### config.mk
export PLATFORM = sky130hd
export DESIGN_NAME = scsd_top
export DESIGN_NICKNAME = d
export VERILOG_FILES = /design/src/core/scsd_top.v /design/src/core/scsd_trim_store.v
export VERILOG_INCLUDE_DIRS = /design/src /design/src/core
export SDC_FILE = /design/constraint.sdc
export NUM_CORES = 1
export LEC_CHECK = 0
export BUFFER_PORTS_ARGS = -buffer_cell sky130_fd_sc_hd__buf_2
export CAP_MARGIN = 20
export CORE_MARGIN = 2
export CORE_UTILIZATION = 47
export DETAILED_ROUTE_END_ITERATION = 16
export HOLD_SLACK_MARGIN = 0.05
export PLACE_DENSITY = 0.76
export SYNTH_ARGS = -nofsm -noshare
export SYNTH_HDL_FRONTEND = slang
export SYNTH_HIERARCHICAL = 1
export SYNTH_SLANG_ARGS = --single-unit
### constraint.sdc
create_clock -name core_clk -period 2.3 [get_ports core_clk]
set_input_delay 0.46 -clock core_clk [delete_from_list [all_inputs] [get_ports core_clk]]
set_output_delay 0.46 -clock core_clk [all_outputs]
set_load 0.02 [all_outputs]
### src/core/scsd_regs.vh
// Register offsets, field positions, reset values and timing for the clock select block.
// Assumes a 32-bit AXI4-Lite slave with byte addressing and a 100 MHz core clock.
`ifndef SCSD_REGS_VH
`define SCSD_REGS_VH

// Register byte offsets.
`define SCSD_OFF_CTRL      8'h00
`define SCSD_OFF_STAT      8'h04
`define SCSD_OFF_LFSEL     8'h08
`define SCSD_OFF_TRIM      8'h0C

// Control register fields.
`define SCSD_CTRL_MODE_LSB 0
`define SCSD_CTRL_MODE_MSB 1
`define SCSD_CTRL_REQ      2
`define SCSD_CTRL_SLEEP    3
`define SCSD_CTRL_DIV_LSB  4
`define SCSD_CTRL_DIV_MSB  6

// High-speed switch-over modes.
`define SCSD_MODE_AUTO     2'h0
`define SCSD_MODE_SW       2'h1
`define SCSD_MODE_RC       2'h2

// Low-speed clock sources.
`define SCSD_LF_RC         2'h0
`define SCSD_LF_XTAL       2'h1
`define SCSD_LF_EXT        2'h2

// Reset values.
`define SCSD_MODE_RST      2'h0
`define SCSD_DIV_RST       3'h0
`define SCSD_TRIM_RST      8'h00

// Divider select range: 0 gives 100 MHz, 5 gives 3.125 MHz.
`define SCSD_DIV_MAX       3'h5

// Timing: clock rate and the dead time around a source change.
`define SCSD_CLK_MHZ       100
`define SCSD_GATE_NS       40

// Bus responses.
`define SCSD_RESP_OKAY     2'h0
`define SCSD_RESP_SLVERR   2'h2

`endif

### src/core/scsd_top.v
// Clock select and divide controller with an AXI4-Lite register slave.
// Assumes the core clock stands for the selected high-speed clock; the oscillator ready
// flag and wake pin arrive asynchronously and are synchronised here.
`timescale 1ns/1ns
`include "scsd_regs.vh"
module scsd_top #(
	parameter ADDR_W = 8,
	parameter TRIM_W = 8
) (
	input  wire              core_clk,
	input  wire              rst,
	input  wire [ADDR_W-1:0] s_axi_awaddr,
	input  wire              s_axi_awvalid,
	output wire              s_axi_awready,
	input  wire [31:0]       s_axi_wdata,
	input  wire [3:0]        s_axi_wstrb,
	input  wire              s_axi_wvalid,
	output wire              s_axi_wready,
	output wire [1:0]        s_axi_bresp,
	output wire              s_axi_bvalid,
	input  wire              s_axi_bready,
	input  wire [ADDR_W-1:0] s_axi_araddr,
	input  wire              s_axi_arvalid,
	output wire              s_axi_arready,
	output wire [31:0]       s_axi_rdata,
	output wire [1:0]        s_axi_rresp,
	output wire              s_axi_rvalid,
	input  wire              s_axi_rready,
	input  wire              xtal_ready_pin,
	input  wire              wake_pin,
	output wire              hs_rc_osc_en,
	output wire              hs_xtal_osc_en,
	output wire              hs_src_xtal,
	output wire              hs_clk_gate,
	output wire              radio_clk_en,
	output wire              periph_clk_en,
	output wire              cpu_clk_en,
	output wire [1:0]        lf_src_sel,
	output wire [TRIM_W-1:0] rc_trim
);
	localparam GATE_CYC = (`SCSD_GATE_NS * `SCSD_CLK_MHZ + 999) / 1000;
	localparam [4:0] ST_RC    = 5'h01;
	localparam [4:0] ST_GATE  = 5'h02;
	localparam [4:0] ST_XTAL  = 5'h04;
	localparam [4:0] ST_SLEEP = 5'h08;
	localparam [4:0] ST_WAKE  = 5'h10;
	localparam [3:0] GATE_LAST = GATE_CYC[3:0] - 4'h1;

	// Out-of-range divider selects saturate at the slowest rate.
	function [2:0] clamp_div;
		input [2:0] sel;
		begin
			clamp_div = (sel > `SCSD_DIV_MAX) ? `SCSD_DIV_MAX : sel;
		end
	endfunction

	reg              awready_reg;
	reg              wready_reg;
	reg              bvalid_reg;
	reg [1:0]        bresp_reg;
	reg              arready_reg;
	reg              rvalid_reg;
	reg [1:0]        rresp_reg;
	reg [31:0]       rdata_reg;
	reg              aw_held_reg;
	reg              w_held_reg;
	reg [ADDR_W-1:0] waddr_reg;
	reg [7:0]        wbyte_reg;
	reg              wlane_reg;
	reg [1:0]        mode_reg;
	reg [2:0]        div_req_reg;
	reg              req_pend_reg;
	reg              sleep_pulse_reg;
	reg [1:0]        lf_src_reg;
	reg              lf_lock_reg;
	reg [1:0]        sync1_reg;
	reg [1:0]        sync2_reg;
	reg [1:0]        sync3_reg;
	reg [1:0]        filt_reg;
	reg [4:0]        state_reg;
	reg [3:0]        gate_cnt_reg;
	reg              rc_en_reg;
	reg              xtal_en_reg;
	reg              src_xtal_reg;
	reg              gate_reg;
	reg              radio_en_reg;
	reg              periph_en_reg;
	reg              cpu_en_reg;
	reg [2:0]        div_act_reg;
	reg [4:0]        div_cnt_reg;
	reg [31:0]       rd_word;
	reg              rd_hit;
	wire [1:0]       agree;
	wire             xtal_ok;
	wire             wake_ok;
	wire             do_write;
	wire             wr_ctrl;
	wire             wr_lf;
	wire             wr_trim;
	wire [TRIM_W-1:0] trim_q;

	// Three-stage synchroniser; a level is taken once the second and third stages agree.
	assign agree   = ~(sync2_reg ^ sync3_reg);
	assign xtal_ok = filt_reg[0];
	assign wake_ok = filt_reg[1];

	always @(posedge core_clk or posedge rst)
	begin
		if (rst)
		begin
			sync1_reg <= 2'h0;
			sync2_reg <= 2'h0;
			sync3_reg <= 2'h0;
			filt_reg  <= 2'h0;
		end
		else
		begin
			sync1_reg <= {wake_pin, xtal_ready_pin};
			sync2_reg <= sync1_reg;
			sync3_reg <= sync2_reg;
			filt_reg  <= (sync2_reg & agree) | (filt_reg & ~agree);
		end
	end

	// Write channel: address and data are taken in either order, then applied together.
	assign do_write = aw_held_reg & w_held_reg & ~bvalid_reg;
	assign wr_ctrl  = do_write & wlane_reg & (waddr_reg == `SCSD_OFF_CTRL);
	assign wr_lf    = do_write & wlane_reg & (waddr_reg == `SCSD_OFF_LFSEL);
	assign wr_trim  = do_write & wlane_reg & (waddr_reg == `SCSD_OFF_TRIM);

	always @(posedge core_clk or posedge rst)
	begin
		if (rst)
		begin
			awready_reg <= 1'b1;
			wready_reg  <= 1'b1;
			aw_held_reg <= 1'b0;
			w_held_reg  <= 1'b0;
			waddr_reg   <= {ADDR_W{1'b0}};
			wbyte_reg   <= 8'h00;
			wlane_reg   <= 1'b0;
			bvalid_reg  <= 1'b0;
			bresp_reg   <= `SCSD_RESP_OKAY;
		end
		else
		begin
			if (s_axi_awvalid && awready_reg)
			begin
				awready_reg <= 1'b0;
				aw_held_reg <= 1'b1;
				waddr_reg   <= {s_axi_awaddr[ADDR_W-1:2], 2'b00};
			end
			if (s_axi_wvalid && wready_reg)
			begin
				wready_reg <= 1'b0;
				w_held_reg <= 1'b1;
				wbyte_reg  <= s_axi_wdata[7:0];
				wlane_reg  <= s_axi_wstrb[0];
			end
			if (do_write)
			begin
				aw_held_reg <= 1'b0;
				w_held_reg  <= 1'b0;
				bvalid_reg  <= 1'b1;
				bresp_reg   <= (waddr_reg == `SCSD_OFF_CTRL || waddr_reg == `SCSD_OFF_STAT ||
					waddr_reg == `SCSD_OFF_LFSEL || waddr_reg == `SCSD_OFF_TRIM) ?
					`SCSD_RESP_OKAY : `SCSD_RESP_SLVERR;
			end
			if (bvalid_reg && s_axi_bready)
			begin
				bvalid_reg  <= 1'b0;
				awready_reg <= 1'b1;
				wready_reg  <= 1'b1;
			end
		end
	end

	// Read decode; unmapped words read as zero and answer with an error.
	always @*
	begin
		rd_word = 32'h00000000;
		rd_hit  = 1'b1;
		case ({s_axi_araddr[ADDR_W-1:2], 2'b00})
			`SCSD_OFF_CTRL:  rd_word = {25'h0, div_req_reg, 1'b0, req_pend_reg, mode_reg};
			`SCSD_OFF_STAT:  rd_word = {22'h0, lf_src_reg, 1'b0, div_act_reg,
				state_reg == ST_SLEEP, state_reg == ST_GATE, xtal_ok, src_xtal_reg};
			`SCSD_OFF_LFSEL: rd_word = {23'h0, lf_lock_reg, 6'h00, lf_src_reg};
			`SCSD_OFF_TRIM:  rd_word = {{(32-TRIM_W){1'b0}}, trim_q};
			default:         rd_hit  = 1'b0;
		endcase
	end

	always @(posedge core_clk or posedge rst)
	begin
		if (rst)
		begin
			arready_reg <= 1'b1;
			rvalid_reg  <= 1'b0;
			rresp_reg   <= `SCSD_RESP_OKAY;
			rdata_reg   <= 32'h00000000;
		end
		else if (s_axi_arvalid && arready_reg)
		begin
			arready_reg <= 1'b0;
			rvalid_reg  <= 1'b1;
			rdata_reg   <= rd_word;
			rresp_reg   <= rd_hit ? `SCSD_RESP_OKAY : `SCSD_RESP_SLVERR;
		end
		else if (rvalid_reg && s_axi_rready)
		begin
			rvalid_reg  <= 1'b0;
			arready_reg <= 1'b1;
		end
	end

	// Software control fields and the low-speed source latch.
	always @(posedge core_clk or posedge rst)
	begin
		if (rst)
		begin
			mode_reg        <= `SCSD_MODE_RST;
			div_req_reg     <= `SCSD_DIV_RST;
			sleep_pulse_reg <= 1'b0;
			lf_src_reg      <= `SCSD_LF_RC;
			lf_lock_reg     <= 1'b0;
		end
		else
		begin
			sleep_pulse_reg <= wr_ctrl & wbyte_reg[`SCSD_CTRL_SLEEP];
			if (wr_ctrl)
			begin
				mode_reg    <= wbyte_reg[`SCSD_CTRL_MODE_MSB:`SCSD_CTRL_MODE_LSB];
				div_req_reg <= clamp_div(wbyte_reg[`SCSD_CTRL_DIV_MSB:`SCSD_CTRL_DIV_LSB]);
			end
			// Once a non-default source is taken the field is frozen until reset.
			if (wr_lf && !lf_lock_reg && wbyte_reg[1:0] != 2'h3)
			begin
				lf_src_reg  <= wbyte_reg[1:0];
				lf_lock_reg <= (wbyte_reg[1:0] != `SCSD_LF_RC);
			end
		end
	end

	// Switch request flag; a new request in the cycle it is consumed wins.
	always @(posedge core_clk or posedge rst)
	begin
		if (rst)
			req_pend_reg <= 1'b0;
		else if (wr_ctrl && wbyte_reg[`SCSD_CTRL_REQ])
			req_pend_reg <= 1'b1;
		else if (state_reg != ST_RC)
			req_pend_reg <= 1'b0;
	end

	// High-speed source sequencer. The clock is gated off for a dead time before the source
	// flips and for one cycle after, trading a few lost cycles for a runt-free switch.
	always @(posedge core_clk or posedge rst)
	begin
		if (rst)
		begin
			state_reg    <= ST_RC;
			gate_cnt_reg <= 4'h0;
			rc_en_reg    <= 1'b1;
			xtal_en_reg  <= 1'b1;
			src_xtal_reg <= 1'b0;
			gate_reg     <= 1'b1;
		end
		else if (sleep_pulse_reg)
		begin
			state_reg   <= ST_SLEEP;
			gate_reg    <= 1'b0;
			rc_en_reg   <= 1'b0;
			xtal_en_reg <= 1'b0;
		end
		else
		begin
			case (state_reg)
				ST_RC:
				begin
					gate_reg    <= 1'b1;
					xtal_en_reg <= (mode_reg != `SCSD_MODE_RC);
					if (xtal_ok && xtal_en_reg &&
						(mode_reg == `SCSD_MODE_AUTO ||
						(mode_reg == `SCSD_MODE_SW && req_pend_reg)))
					begin
						state_reg    <= ST_GATE;
						gate_reg     <= 1'b0;
						gate_cnt_reg <= 4'h0;
					end
				end
				ST_GATE:
				begin
					gate_cnt_reg <= gate_cnt_reg + 4'h1;
					if (gate_cnt_reg == GATE_LAST)
					begin
						src_xtal_reg <= 1'b1;
						state_reg    <= ST_XTAL;
					end
				end
				ST_XTAL:
				begin
					gate_reg  <= 1'b1;
					rc_en_reg <= 1'b0;
				end
				ST_SLEEP:
				begin
					if (wake_ok)
					begin
						state_reg    <= ST_WAKE;
						rc_en_reg    <= 1'b1;
						src_xtal_reg <= 1'b0;
						gate_cnt_reg <= 4'h0;
					end
				end
				ST_WAKE:
				begin
					// Give the RC oscillator the dead time before opening the gate.
					gate_cnt_reg <= gate_cnt_reg + 4'h1;
					if (gate_cnt_reg == GATE_LAST)
					begin
						state_reg   <= ST_RC;
						xtal_en_reg <= (mode_reg != `SCSD_MODE_RC);
					end
				end
				default:
				begin
					state_reg    <= ST_RC;
					src_xtal_reg <= 1'b0;
					rc_en_reg    <= 1'b1;
				end
			endcase
		end
	end

	// Clock enables derived from the gated high-speed clock. The processor divider
	// only takes a new rate at the end of a full output period.
	always @(posedge core_clk or posedge rst)
	begin
		if (rst)
		begin
			radio_en_reg  <= 1'b0;
			periph_en_reg <= 1'b0;
			cpu_en_reg    <= 1'b0;
			div_act_reg   <= `SCSD_DIV_RST;
			div_cnt_reg   <= 5'h00;
		end
		else if (!gate_reg)
		begin
			radio_en_reg  <= 1'b0;
			periph_en_reg <= 1'b0;
			cpu_en_reg    <= 1'b0;
		end
		else
		begin
			radio_en_reg  <= 1'b1;
			periph_en_reg <= ~periph_en_reg;
			if (div_cnt_reg == 5'h00)
			begin
				cpu_en_reg  <= 1'b1;
				div_act_reg <= div_req_reg;
				div_cnt_reg <= (5'h01 << div_req_reg) - 5'h01;
			end
			else
			begin
				cpu_en_reg  <= 1'b0;
				div_cnt_reg <= div_cnt_reg - 5'h01;
			end
		end
	end

	// Calibration is held in its own store, untouched by sleep or rate changes.
	scsd_trim_store #(
		.WIDTH   (TRIM_W)
	) u_trim (
		.core_clk(core_clk),
		.rst     (rst),
		.wr_en   (wr_trim),
		.wr_data (wbyte_reg[TRIM_W-1:0]),
		.rd_data (trim_q)
	);

	assign s_axi_awready  = awready_reg;
	assign s_axi_wready   = wready_reg;
	assign s_axi_bresp    = bresp_reg;
	assign s_axi_bvalid   = bvalid_reg;
	assign s_axi_arready  = arready_reg;
	assign s_axi_rdata    = rdata_reg;
	assign s_axi_rresp    = rresp_reg;
	assign s_axi_rvalid   = rvalid_reg;
	assign hs_rc_osc_en   = rc_en_reg;
	assign hs_xtal_osc_en = xtal_en_reg;
	assign hs_src_xtal    = src_xtal_reg;
	assign hs_clk_gate    = gate_reg;
	assign radio_clk_en   = radio_en_reg;
	assign periph_clk_en  = periph_en_reg;
	assign cpu_clk_en     = cpu_en_reg;
	assign lf_src_sel     = lf_src_reg;
	assign rc_trim        = trim_q;
endmodule

### src/core/scsd_trim_store.v
// One-word store for the high-speed RC oscillator calibration value.
// Assumes writes come from the register slave on the same clock; read data is registered.
`timescale 1ns/1ns
`include "scsd_regs.vh"
module scsd_trim_store #(
	parameter WIDTH = 8
) (
	input  wire             core_clk,
	input  wire             rst,
	input  wire             wr_en,
	input  wire [WIDTH-1:0] wr_data,
	output wire [WIDTH-1:0] rd_data
);
	reg [WIDTH-1:0] mem_reg;
	reg [WIDTH-1:0] rd_data_reg;

	// Only a write or reset changes the word, so disabling the oscillator or sleeping keeps it.
	always @(posedge core_clk or posedge rst)
	begin
		if (rst)
		begin
			mem_reg     <= `SCSD_TRIM_RST;
			rd_data_reg <= `SCSD_TRIM_RST;
		end
		else
		begin
			if (wr_en)
				mem_reg <= wr_data;
			rd_data_reg <= mem_reg;
		end
	end

	assign rd_data = rd_data_reg;
endmodule

==> summary.md, run 1 <==
| Metric | Value |
|---|---|
| Simple-gate share of the synthesized area | `0.119` |
| Register-to-Register Path Depth | `6` |
| Clock transition at the registers of the reported paths | `0.09 ns` |
| Kind of critical path | `register to register` |
| Top Family by Delay on Critical Path | `simple AND/OR/NAND/NOR gates` |
| Clock root buffer | `clkbuf_8` |
| Crit path launch type | `register` |
| Via-per-instance ratio | `about 5.2` |
| Number of rows created at floorplan | `34` |
| Remaining DRCs | `0` |
| Highest-count cells in the layout ignoring fill and taps | `dfrtp_1 (85), buf_2 (63), nand2_1 (26)` |
| Mux share of post-synthesis cell area | `0.120` |
| Worst reg2reg endpoint | `div_cnt_reg[2]` |
| Final design area excluding fillers | `approximately 4800 um2` |
| Critical path data arrival time | `roughly 2.5 ns` |
| Number of pins with negative max-slew slack in the final report | `0` |
| Final wirelength | `just under 8 mm` |
| Maximum VDD drop | `~570 uV` |
| Post-synthesis xor/xnor area fraction | `0.0127` |
| Count of vias placed by the detailed router | `between 2k and 3k` |
| DRC violation total after the first TritonRoute iteration | `140` |
| Number of flip-flops under the largest register name | `10` |
| Sequential fraction of the synthesis area | `0.559` |
| Initial cell density of the core | `0.479` |
| Average detailed-routed wire length per instance | `14.5 um` |
| Register area | `roughly 2300 um2` |
| Synthesis-to-finish area growth | `15.0%` |
| Yosys warnings | `6` |
| Global-route total usage across every layer | `0.173` |
| Required time of the critical path | `around 2.6 ns` |
| Shortest period the worst path allows | `between 2 and 2.5 ns` |
| Adder-Cell Fraction of Synth Area | `0.0109` |
| Final count of hold timing violations | `0` |
| Final GP Congestion | `between 0.8 and 0.9` |
| Critical path's largest stage delay | `between 0.6 and 0.7 ns` |
| Post-Route Setup TNS | `0 ns` |
| Number of enable flip-flop cells after synthesis | `0` |
| Vert. Die Dim | `roughly 100 um` |
| Diode count | `0` |
| Worst hold slack | `between 0.1 and 0.15 ns` |
| Worst Skew | `0.0132 ns` |
| Number of instances in the synthesized netlist | `351` |
| Buf/Inv on CP | `0` |
| Library cell with the largest summed area after synthesis | `dfrtp_1` |
| Most used flip-flop cell after synthesis | `dfrtp_1` |
| DP Area | `roughly 4500 um2` |
| Worst path cell trace | `nor3_1 -> nor4b_2 -> a21oi_1 -> ha_1 -> or4b_2 -> nand3_1` |
| Max-capacitance violation count | `0` |
| Reg2reg setup slack | `approximately 0.13 ns` |
| Launch point of the worst reg-to-reg path | `div_cnt_reg[0]` |
| DP Wirelength | `~5.8 mm` |
| First-pass GRT wire length | `~13 mm` |
| CTS buffer count | `9` |
| Mean Syn Cell Area | `~12 um2` |
| Max Fclk | `between 400 and 500 MHz` |
| Length of the first detailed-routing pass in iterations | `4` |
| Vias in the first global route | `2,766` |
| Non-Filler Instances | `roughly 530` |
| Finished Core Util | `0.550` |
| Port Buffers | `63` |
| Maximum number of pins on one net before global-route repair | `55` |
| Buffers inserted by post-CTS timing repair | `0` |
| Compound-Gate Fraction of Synth Area | `0.102` |
| Status | `finished, final reports clean` |
| Sort of element at the end of the critical path | `register` |
| Leading cell type in the layout, fill and taps excluded | `dfrtp_1` |
| Worst setup timing slack at the placement stage | `~0.14 ns` |
| Placed Cells | `between 500 and 600` |
| Hold/Removal Path Class | `input pin to async pin` |
| Share of the synthesized area in the top cell type | `0.515` |
| Max stage delay cell, worst path | `or4b_2` |
| Maximum level of the CTS H-tree | `3` |
| Max_slew headroom | `0.582` |
| Power density over the cells | `1090 nW/um2` |
| Core Footprint | `~8600 um2` |
| Horizontal die dimension | `~98 um` |
| Synth unique cells | `57` |
| Number of nets with antenna violations after routing | `0` |
| Count of instances resized after the clock tree is built | `0` |
| Antenna violations before repair | `0` |
| Biggest area contributors in the synthesized netlist | `dfrtp_1 (51%), mux2_2 (6.3%), buf_4 (4.5%), dfstp_2 (4.5%), mux2_4 (2.9%)` |
| Leakage power summed over all cells | `2.30 nW` |
| Total power | `slightly above 5 mW` |
| Global route overflow | `0` |
| Fraction of final layout cells sized beyond drive strength 1 | `0.332` |
| I/O pin cnt | `around 120` |
| Quantity of hold-fixing buffers added after cts | `0` |
| Final WS setup | `between 0.1 and 0.15 ns` |
| Layout fillers | `about 740` |
| Num Clock Sinks | `between 90 and 100` |
| Netlist area before placement | `around 4100 um2` |
| Number of buffers between clock root and the deepest sink | `2` |
| Fraction of registers with async set or reset after synthesis | `1.00` |
| Clock latency on the worst-skew pair | `about 0.36 ns` |
| First element of the critical path | `div_cnt_reg[0]` |
| Die ar. | `around 9600 um2` |
| Maximum fanout encountered on the critical timing path | `3` |
| Final layout net count | `around 480` |
| Setup repair after global routing missed its margin | `false` |
| Actual slew at the worst max-slew pin | `around 0.63 ns` |
| Area taken by multi-input logic gates | `about 1600 um2` |
| Final worst path period share | `0.942` |
| TritonCTS clock tree | `yes` |
| Count of final setup violators | `0` |
| #FFs+latches synth | `92` |
| Largest family of logic cells by synthesized area | `multiplexers` |
## kinds of logic after synthesis
logic type               Yosys count
AO/OA/AOI/OAI                     60
XOR/XNOR                           6
adder cells (fa/ha/maj)            4
buffers and inverters             54
flip-flops                        92
multiplexers                      40
other                              1
AND/OR/NAND/NOR                   94
## cell type report
type | count | area share
flip-flops and latches | 92 | 0.486
multi-input cells | 228 | 0.337
repair buffers | 72 | 0.0832
clock buffers | 11 | 0.0319
well taps | 108 | 0.0284
clock inverters | 5 | 0.0192
inverters | 17 | 0.0142
## report_power, final
group	switching (mW)	internal [mW]
Clock	0.581	0.689
Combinational	0.723	0.667
Sequential	0.425	2.08
Total	1.73	3.44
## worst register-to-register path, delay by kind of cell (launching register included)
kind | cells | cell delay (ns)
simple gates | 4 | 1.33
fa+ha+maj | 1 | 0.23
compound gates | 1 | 0.14
flops | 1 | 0.40
## worst max-delay path by stage
| stage | cells after the start | to | slack (ns) |
|---|---|---|---|
| after floorplan | 6 | div_cnt_reg[2] | 0.26 |
| after global placement | 5 | gate_cnt_reg[3] | 0.22 |
| after detailed placement | 6 | div_cnt_reg[2] | 0.14 |
| after CTS | 6 | div_cnt_reg[2] | 0.12 |
| after global routing | 5 | lf_src_sel[1] | 0.05 |
| final | 6 | div_cnt_reg[2] | 0.13 |
## cell usage after synthesis, types with 5 or more instances
master and n:
inv_1 17, o21ai_0 21, dfrtp_1 85, a21oi_1 12, clkbuf_1 7, buf_4 25, nand3_1 9, a22o_1 7
nor2_1 21, dfstp_2 7, mux2i_1 5, mux2_4 8, nor3_1 8, mux2_2 23, nand2_1 26
## layer usage
metal,vias up,global-route usage,part of all wire
met5,-,0,0
met4,0,0.0748,0.025
met3,18,0.0465,0.050
met2,82,0.276,0.49
met1,1349,0.224,0.43
li1,1324,-,-
Power figures use the tool's default switching activity.
==> run 2, diff against run 1 <==
- ABC_AREA: not set -> 1
==> summary.md, run 2 <==
| Metric | Value |
|---|---|
| Post-Route Setup TNS | `0 ns` |
| Die ar. | `slightly below 10,000 um2` |
| Worst reg2reg endpoint | `div_cnt_reg[4]` |
| Fraction of registers with async set or reset after synthesis | `1.00` |
| Worst path cell trace | `buf_2` |
| Final layout net count | `a little over 600` |
| Critical path's largest stage delay | `0.63 ns` |
| DRC violation total after the first TritonRoute iteration | `140` |
| Number of buffers between clock root and the deepest sink | `2` |
| Vert. Die Dim | `98.8 um` |
| Global-route total usage across every layer | `0.180` |
| Share of the synthesized area in the top cell type | `0.503` |
| DP Wirelength | `6.38 mm` |
| Critical path data arrival time | `1.19 ns` |
| Port Buffers | `63` |
| Via-per-instance ratio | `between 4 and 5` |
| Number of rows created at floorplan | `34` |
| Maximum level of the CTS H-tree | `3` |
| Area taken by multi-input logic gates | `roughly 1600 um2` |
| Max_slew headroom | `0.612` |
| Average detailed-routed wire length per instance | `around 12 um` |
| Leakage power summed over all cells | `2.57 nW` |
| First-pass GRT wire length | `14.0 mm` |
| Max stage delay cell, worst path | `dfstp_2` |
| Num Clock Sinks | `between 90 and 100` |
| #FFs+latches synth | `92` |
| Number of nets with antenna violations after routing | `0` |
| Final wirelength | `8.30 mm` |
| Buf/Inv on CP | `1` |
| Sort of element at the end of the critical path | `output port` |
| Worst setup timing slack at the placement stage | `~0.7 ns` |
| Setup repair after global routing missed its margin | `false` |
| Number of flip-flops under the largest register name | `10` |
| Number of instances in the synthesized netlist | `479` |
| Register-to-Register Path Depth | `11` |
| Fraction of final layout cells sized beyond drive strength 1 | `0.226` |
| Length of the first detailed-routing pass in iterations | `6` |
| Capturing instance or port of the critical path | `hs_clk_gate` |
| Internal power component | `~3.1 mW` |
| Count of instances resized after the clock tree is built | `0` |
| Count of final setup violators | `0` |
| Final WS setup | `approximately 0.65 ns` |
| Total power | `5.24 mW` |
| Quantity of hold-fixing buffers added after cts | `0` |
| Remaining DRCs | `0` |
| Diode count | `0` |
| Number of gates on the worst path with buffers counted | `1` |
| Count leader, synth | `nand2_1` |
| Status | `finished, final reports clean` |
| I/O pin cnt | `about 120` |
| Maximum VDD drop | `631 uV` |
| Highest-count cells in the layout ignoring fill and taps | `nand2_1 (144), dfrtp_1 (85), buf_2 (63)` |
| Number of pins with negative max-slew slack in the final report | `0` |
| Reg2reg setup slack | `0.69 ns` |
| Maximum fanout encountered on the critical timing path | `9` |
| Switch Pwr | `2.14 mW` |
| Power density over the cells | `between 1000 and 1500 nW/um2` |
| CTS buffer count | `9` |
| Kind of critical path | `register to output port` |
| Biggest area contributors in the synthesized netlist | `dfrtp_1 (50%), nand2_1 (13%), inv_1 (4.8%), dfstp_2 (4.4%), buf_4 (4.3%)` |
| Launch point of the worst reg-to-reg path | `div_cnt_reg[0]` |
| Max Fclk | `between 600 and 700 MHz` |
| Yosys warnings | `6` |
| Layout fillers | `approximately 800` |
| Hold/Removal Path Class | `input pin to async pin` |
| Global route overflow | `0` |
| Synthesis-to-finish area growth | `13.7%` |
| Shortest period the worst path allows | `~1.7 ns` |
| Met2 track utilization from global routing | `0.293` |
| Clock root buffer | `clkbuf_8` |
| Worst Skew | `0.0125 ns` |
| Logic gate share of total power | `0.336` |
| Core Footprint | `about 8700 um2` |
| Final count of hold timing violations | `0` |
| Buffers inserted by post-CTS timing repair | `0` |
| Final worst path period share | `0.718` |
| Actual slew at the worst max-slew pin | `just under 0.6 ns` |
| Share of total power in sequential cells | `0.467` |
| Clock group share of total power | `0.198` |
| Initial cell density of the core | `0.485` |
| Mean Syn Cell Area | `8.83 um2` |
| Required time of the critical path | `about 1.8 ns` |
| Maximum number of pins on one net before global-route repair | `32` |
| Top cells by count, synth | `nand2_1 (144), dfrtp_1 (85), inv_1 (54)` |
| Net switching share of the total power | `0.409` |
| Final GP Congestion | `between 0.9 and 1` |
| Max-capacitance violation count | `0` |
| Placed Cells | `approximately 650` |
| Global routing usage on met1 | `0.237` |
| Non-Filler Instances | `around 670` |
| Count of vias placed by the detailed router | `about 3.2k` |
| Synth unique cells | `38` |
| Leading cell type in the layout, fill and taps excluded | `nand2_1` |
| Library cell with the largest summed area after synthesis | `dfrtp_1` |
| Vias in the first global route | `approximately 3.0k` |
| Most used flip-flop cell after synthesis | `dfrtp_1` |
| Horizontal die dimension | `98.8 um` |
| Clock transition at the registers of the reported paths | `around 0.10 ns` |
| Crit path launch type | `register` |
| Top Family by Delay on Critical Path | `flip-flops` |
| Register area | `approximately 2300 um2` |
| Antenna violations before repair | `0` |
| Clock latency on the worst-skew pair | `around 0.37 ns` |
| Number of enable flip-flop cells after synthesis | `0` |
| Gr busiest metal | `met2` |
| GR Layer Usage met3 | `0.0511` |
| Sequential fraction of the synthesis area | `0.547` |
| TritonCTS clock tree | `yes` |
| First element of the critical path | `hs_clk_gate` |
| Netlist area before placement | `between 4000 and 5000 um2` |
-- run 2: changes by cell type after synthesis, sizes merged, moves of 5 or more --
cell and delta:
buf -5, nand2 +123, o21ai +18, nand4 +8
nand3 +17, a22o -7, mux2i -5, nor2 +17
mux2 -33, inv +45
-- run 2: how the worst min path moves through the flow --
| stage | slack [ns] | endpoint | cells after the start | startpoint |
|---|---|---|---|---|
| 2_1_floorplan | 0.33 | sync2_reg[0] | 0 | sync1_reg[0] |
| 3_3_place_gp | 0.34 | sync2_reg[1] | 0 | sync1_reg[1] |
| 3_5_place_dp | 0.34 | sync2_reg[1] | 0 | sync1_reg[1] |
| 4_1_cts | 0.14 | wbyte_reg[5] | 2 | rst |
| 5_1_grt | 0.16 | wbyte_reg[5] | 2 | rst |
| 6_report | 0.14 | wbyte_reg[5] | 2 | rst |
-- run 2: per-stage QoR --
stage | hold WS [ns] | area [um2] | utilization
floorplan | 0.331 | 4320 | -
global placement | 0.336 | 4610 | 0.529
detailed placement | 0.337 | 4610 | 0.529
CTS | 0.138 | 4810 | 0.551
global route | 0.156 | 4810 | 0.551
finish | 0.136 | 4810 | 0.551
-- run 2: layer usage --
metal	part of all wire	up-vias	wire, um
met2	0.50	82	4160
met3	0.049	11	403
met5	0	-	0
met4	0.013	0	106
li1	-	1616	-
met1	0.44	1528	3630
-- run 2: cells by family after synthesis --
logic type | Yosys count | synth area share
adders and majority gates | 4 | 0.0107
AOI/OAI and AO/OA | 58 | 0.0755
xor gates and xnor gates | 2 | 0.00414
DFF | 92 | 0.547
other | 1 | 0.000887
buffers and inverters | 91 | 0.104
and+or+nand+nor | 231 | 0.258
-- run 2: final cells by class --
cell class / count / share of cell area
Inverter: 62 / 0.0497
Clock inverter: 7 / 0.0146
Multi-Input combinational cell: 319 / 0.325
Tap cell: 108 / 0.0281
Sequential cell: 92 / 0.481
Clock buffer: 9 / 0.0258
Timing Repair Buffer: 68 / 0.0760
-- run 2: power by group through the flow --
| stage | combinational [mW] | sequential (mW) | clock, mW |
|---|---|---|---|
| final | 1.76 | 2.45 | 1.04 |
| after global routing | 2.00 | 2.51 | 1.13 |
| after CTS | 1.77 | 2.44 | 1.07 |
| after detailed placement | 1.76 | 2.48 | 0 |
| after global placement | 1.70 | 2.46 | 0 |
| after floorplan | 1.19 | 2.57 | 0 |
==> run 3, diff against run 2 <==
- CORE_UTILIZATION: 47 -> 52
- PLACE_DENSITY: 0.76 -> 0.8
- clock period: 2.3 -> 1.7 ns (I/O delays scaled with it)
==> summary.md, run 3 (synthesized netlist as in run 2, its figures left out) <==
| Metric | Value |
|---|---|
| Register-to-Register Path Depth | `11` |
| Global-route total usage across every layer | `0.204` |
| Vias in the first global route | `3,139` |
| Non-Filler Instances | `658` |
| Sort of element at the end of the critical path | `register` |
| Worst Skew | `~0.013 ns` |
| Worst reg2reg endpoint | `div_cnt_reg[4]` |
| Placed Cells | `approximately 640` |
| Clock transition at the registers of the reported paths | `0.09 ns` |
| Worst setup timing slack at the placement stage | `0.0804 ns` |
| Critical path's largest stage delay | `0.41 ns` |
| Worst path cell trace | `nor2_2 -> nand2_2 -> nor2_4 -> nand2_1 -> nand2_1 -> inv_1 -> ha_1 -> nand3_2 -> o21ai_0 -> nand2_1 -> inv_1` |
| Horizontal die dimension | `about 94 um` |
| Critical path data arrival time | `~1.8 ns` |
| Num Clock Sinks | `between 90 and 100` |
| Leading cell type in the layout, fill and taps excluded | `nand2_1` |
| Global route overflow | `0` |
| Maximum level of the CTS H-tree | `3` |
| Maximum VDD drop | `935 uV` |
| Reg2reg setup slack | `0.12 ns` |
| Count of final setup violators | `0` |
| Required time of the critical path | `~2.0 ns` |
| Share of total power in sequential cells | `0.445` |
| Layout fillers | `650` |
| Clock latency on the worst-skew pair | `between 0.3 and 0.4 ns` |
| Final worst path period share | `0.927` |
| Status | `finished, final reports clean` |
| DRC violation total after the first TritonRoute iteration | `191` |
| Port Buffers | `63` |
| Remaining DRCs | `0` |
| Net switching share of the total power | `0.380` |
| Die ar. | `a little under 9000 um2` |
| Synthesis-to-finish area growth | `14.6%` |
| Number of buffers between clock root and the deepest sink | `2` |
| Top Family by Delay on Critical Path | `simple AND/OR/NAND/NOR gates` |
| Internal power component | `between 4 and 5 mW` |
| Average detailed-routed wire length per instance | `roughly 13 um` |
| Logic gate share of total power | `0.328` |
| Via-per-instance ratio | `just under 5` |
| Max Fclk | `between 600 and 700 MHz` |
| Diode count | `0` |
| Worst hold slack | `around 0.043 ns` |
| Leakage power summed over all cells | `2.59 nW` |
| Crit path launch type | `register` |
| Initial cell density of the core | `0.542` |
| Count of vias placed by the detailed router | `around 3.3k` |
| Core Footprint | `7810 um2` |
| Actual slew at the worst max-slew pin | `0.557 ns` |
| Launch point of the worst reg-to-reg path | `div_cnt_reg[2]` |
| Max_slew headroom | `0.628` |
| Finished Core Util | `0.621` |
| Highest-count cells in the layout ignoring fill and taps | `nand2_1 (142), dfrtp_1 (85), buf_2 (63)` |
| Max stage delay cell, worst path | `dfrtp_1` |
| Vert. Die Dim | `94.2 um` |
| Power density over the cells | `1540 nW/um2` |
| Number of pins with negative max-slew slack in the final report | `0` |
| Clock root buffer | `clkbuf_8` |
| Fraction of final layout cells sized beyond drive strength 1 | `0.228` |
| Maximum fanout encountered on the critical timing path | `3` |
| Maximum number of pins on one net before global-route repair | `77` |
| Clock group share of total power | `0.227` |
| First-pass GRT wire length | `14.1 mm` |
| Shortest period the worst path allows | `1.58 ns` |
| Length of the first detailed-routing pass in iterations | `5` |
| Final layout net count | `614` |
| DP Wirelength | `roughly 6.2 mm` |
| Final GP Congestion | `0.901` |
| Final WS setup | `roughly 0.12 ns` |
| Number of nets with antenna violations after routing | `0` |
| Antenna violations before repair | `0` |
| Number of flip-flops under the largest register name | `10` |
| Buf/Inv on CP | `2` |
| Hold/Removal Path Class | `input pin to async pin` |
| Final wirelength | `8.28 mm` |
| Final count of hold timing violations | `0` |
| Switch Pwr | `around 2.8 mW` |
| CTS buffer count | `9` |
| TritonCTS clock tree | `yes` |
| Max-capacitance violation count | `0` |
| Number of rows created at floorplan | `32` |
| Cell type with the highest occurrence count on the critical path | `nand2_1` |
| Kind of critical path | `register to register` |
| I/O pin cnt | `around 120` |
| Quantity of hold-fixing buffers added after cts | `0` |
## run 3: worst max path at each step
| stage | from | endpoint | slack, ns | cells past startpoint |
|---|---|---|---|---|
| 6_report | div_cnt_reg[2] | div_cnt_reg[4] | 0.12 | 11 |
| 3_3_place_gp | div_cnt_reg[2] | div_cnt_reg[4] | 0.16 | 11 |
| 2_1_floorplan | div_cnt_reg[2] | div_cnt_reg[4] | 0.25 | 11 |
| 3_5_place_dp | div_cnt_reg[2] | div_cnt_reg[4] | 0.08 | 11 |
| 5_1_grt | div_cnt_reg[2] | div_cnt_reg[4] | -0.03 | 11 |
| 4_1_cts | div_cnt_reg[2] | div_cnt_reg[4] | 0.07 | 11 |
## run 3: timing repair
| action | in CTS | in global routing |
|---|---|---|
| gates resized for setup | 0 | 5 |
| buffers inserted | 0 | 1 |
| setup endpoints to repair | 0 | 3 |
## run 3: cell type report
cell class / count / area, um2 / share of cell area
clock buffer: 12 / 135 / 0.0279
inverter: 62 / 239 / 0.0493
tap: 102 / 128 / 0.0263
multi-input combinational: 319 / 1580 / 0.326
timing repair buffer: 67 / 358 / 0.0738
sequential: 92 / 2310 / 0.477
clock inverter: 4 / 98.8 / 0.0204
## run 3: power by group through the flow
stage          Combinational (mW)  Clock, mW  Sequential (mW)
2_1_floorplan                1.61          0             3.47
3_3_place_gp                 2.29          0             3.32
3_5_place_dp                 2.40          0             3.35
4_1_cts                      2.42       1.72             3.31
5_1_grt                      2.77       1.82             3.40
6_report                     2.44       1.69             3.32
## run 3: per-layer routing
layer | track usage | share of wire
met1 | 0.252 | 0.44
met3 | 0.0506 | 0.036
met5 | 0 | 0
met4 | 0.0519 | 0.013
met2 | 0.360 | 0.51
## run 3: worst register-to-register path, delay by kind of cell (launching register included)
kind | cells | cell delay [ns]
buffers and inverters | 2 | 0.08
AND/OR/NAND/NOR | 7 | 0.68
adder cells (fa/ha/maj) | 1 | 0.22
AO/OA/AOI/OAI | 1 | 0.08
flip-flops | 1 | 0.41
## run 3: stage by stage
step | power, mW | area, um2 | TNS, ns
after floorplan | 5.08 | 4320 | 0
after global placement | 5.61 | 4590 | 0
after detailed placement | 5.75 | 4590 | 0
after CTS | 7.45 | 4820 | 0
after global routing | 7.99 | 4850 | -0.0253
final | 7.46 | 4850 | 0
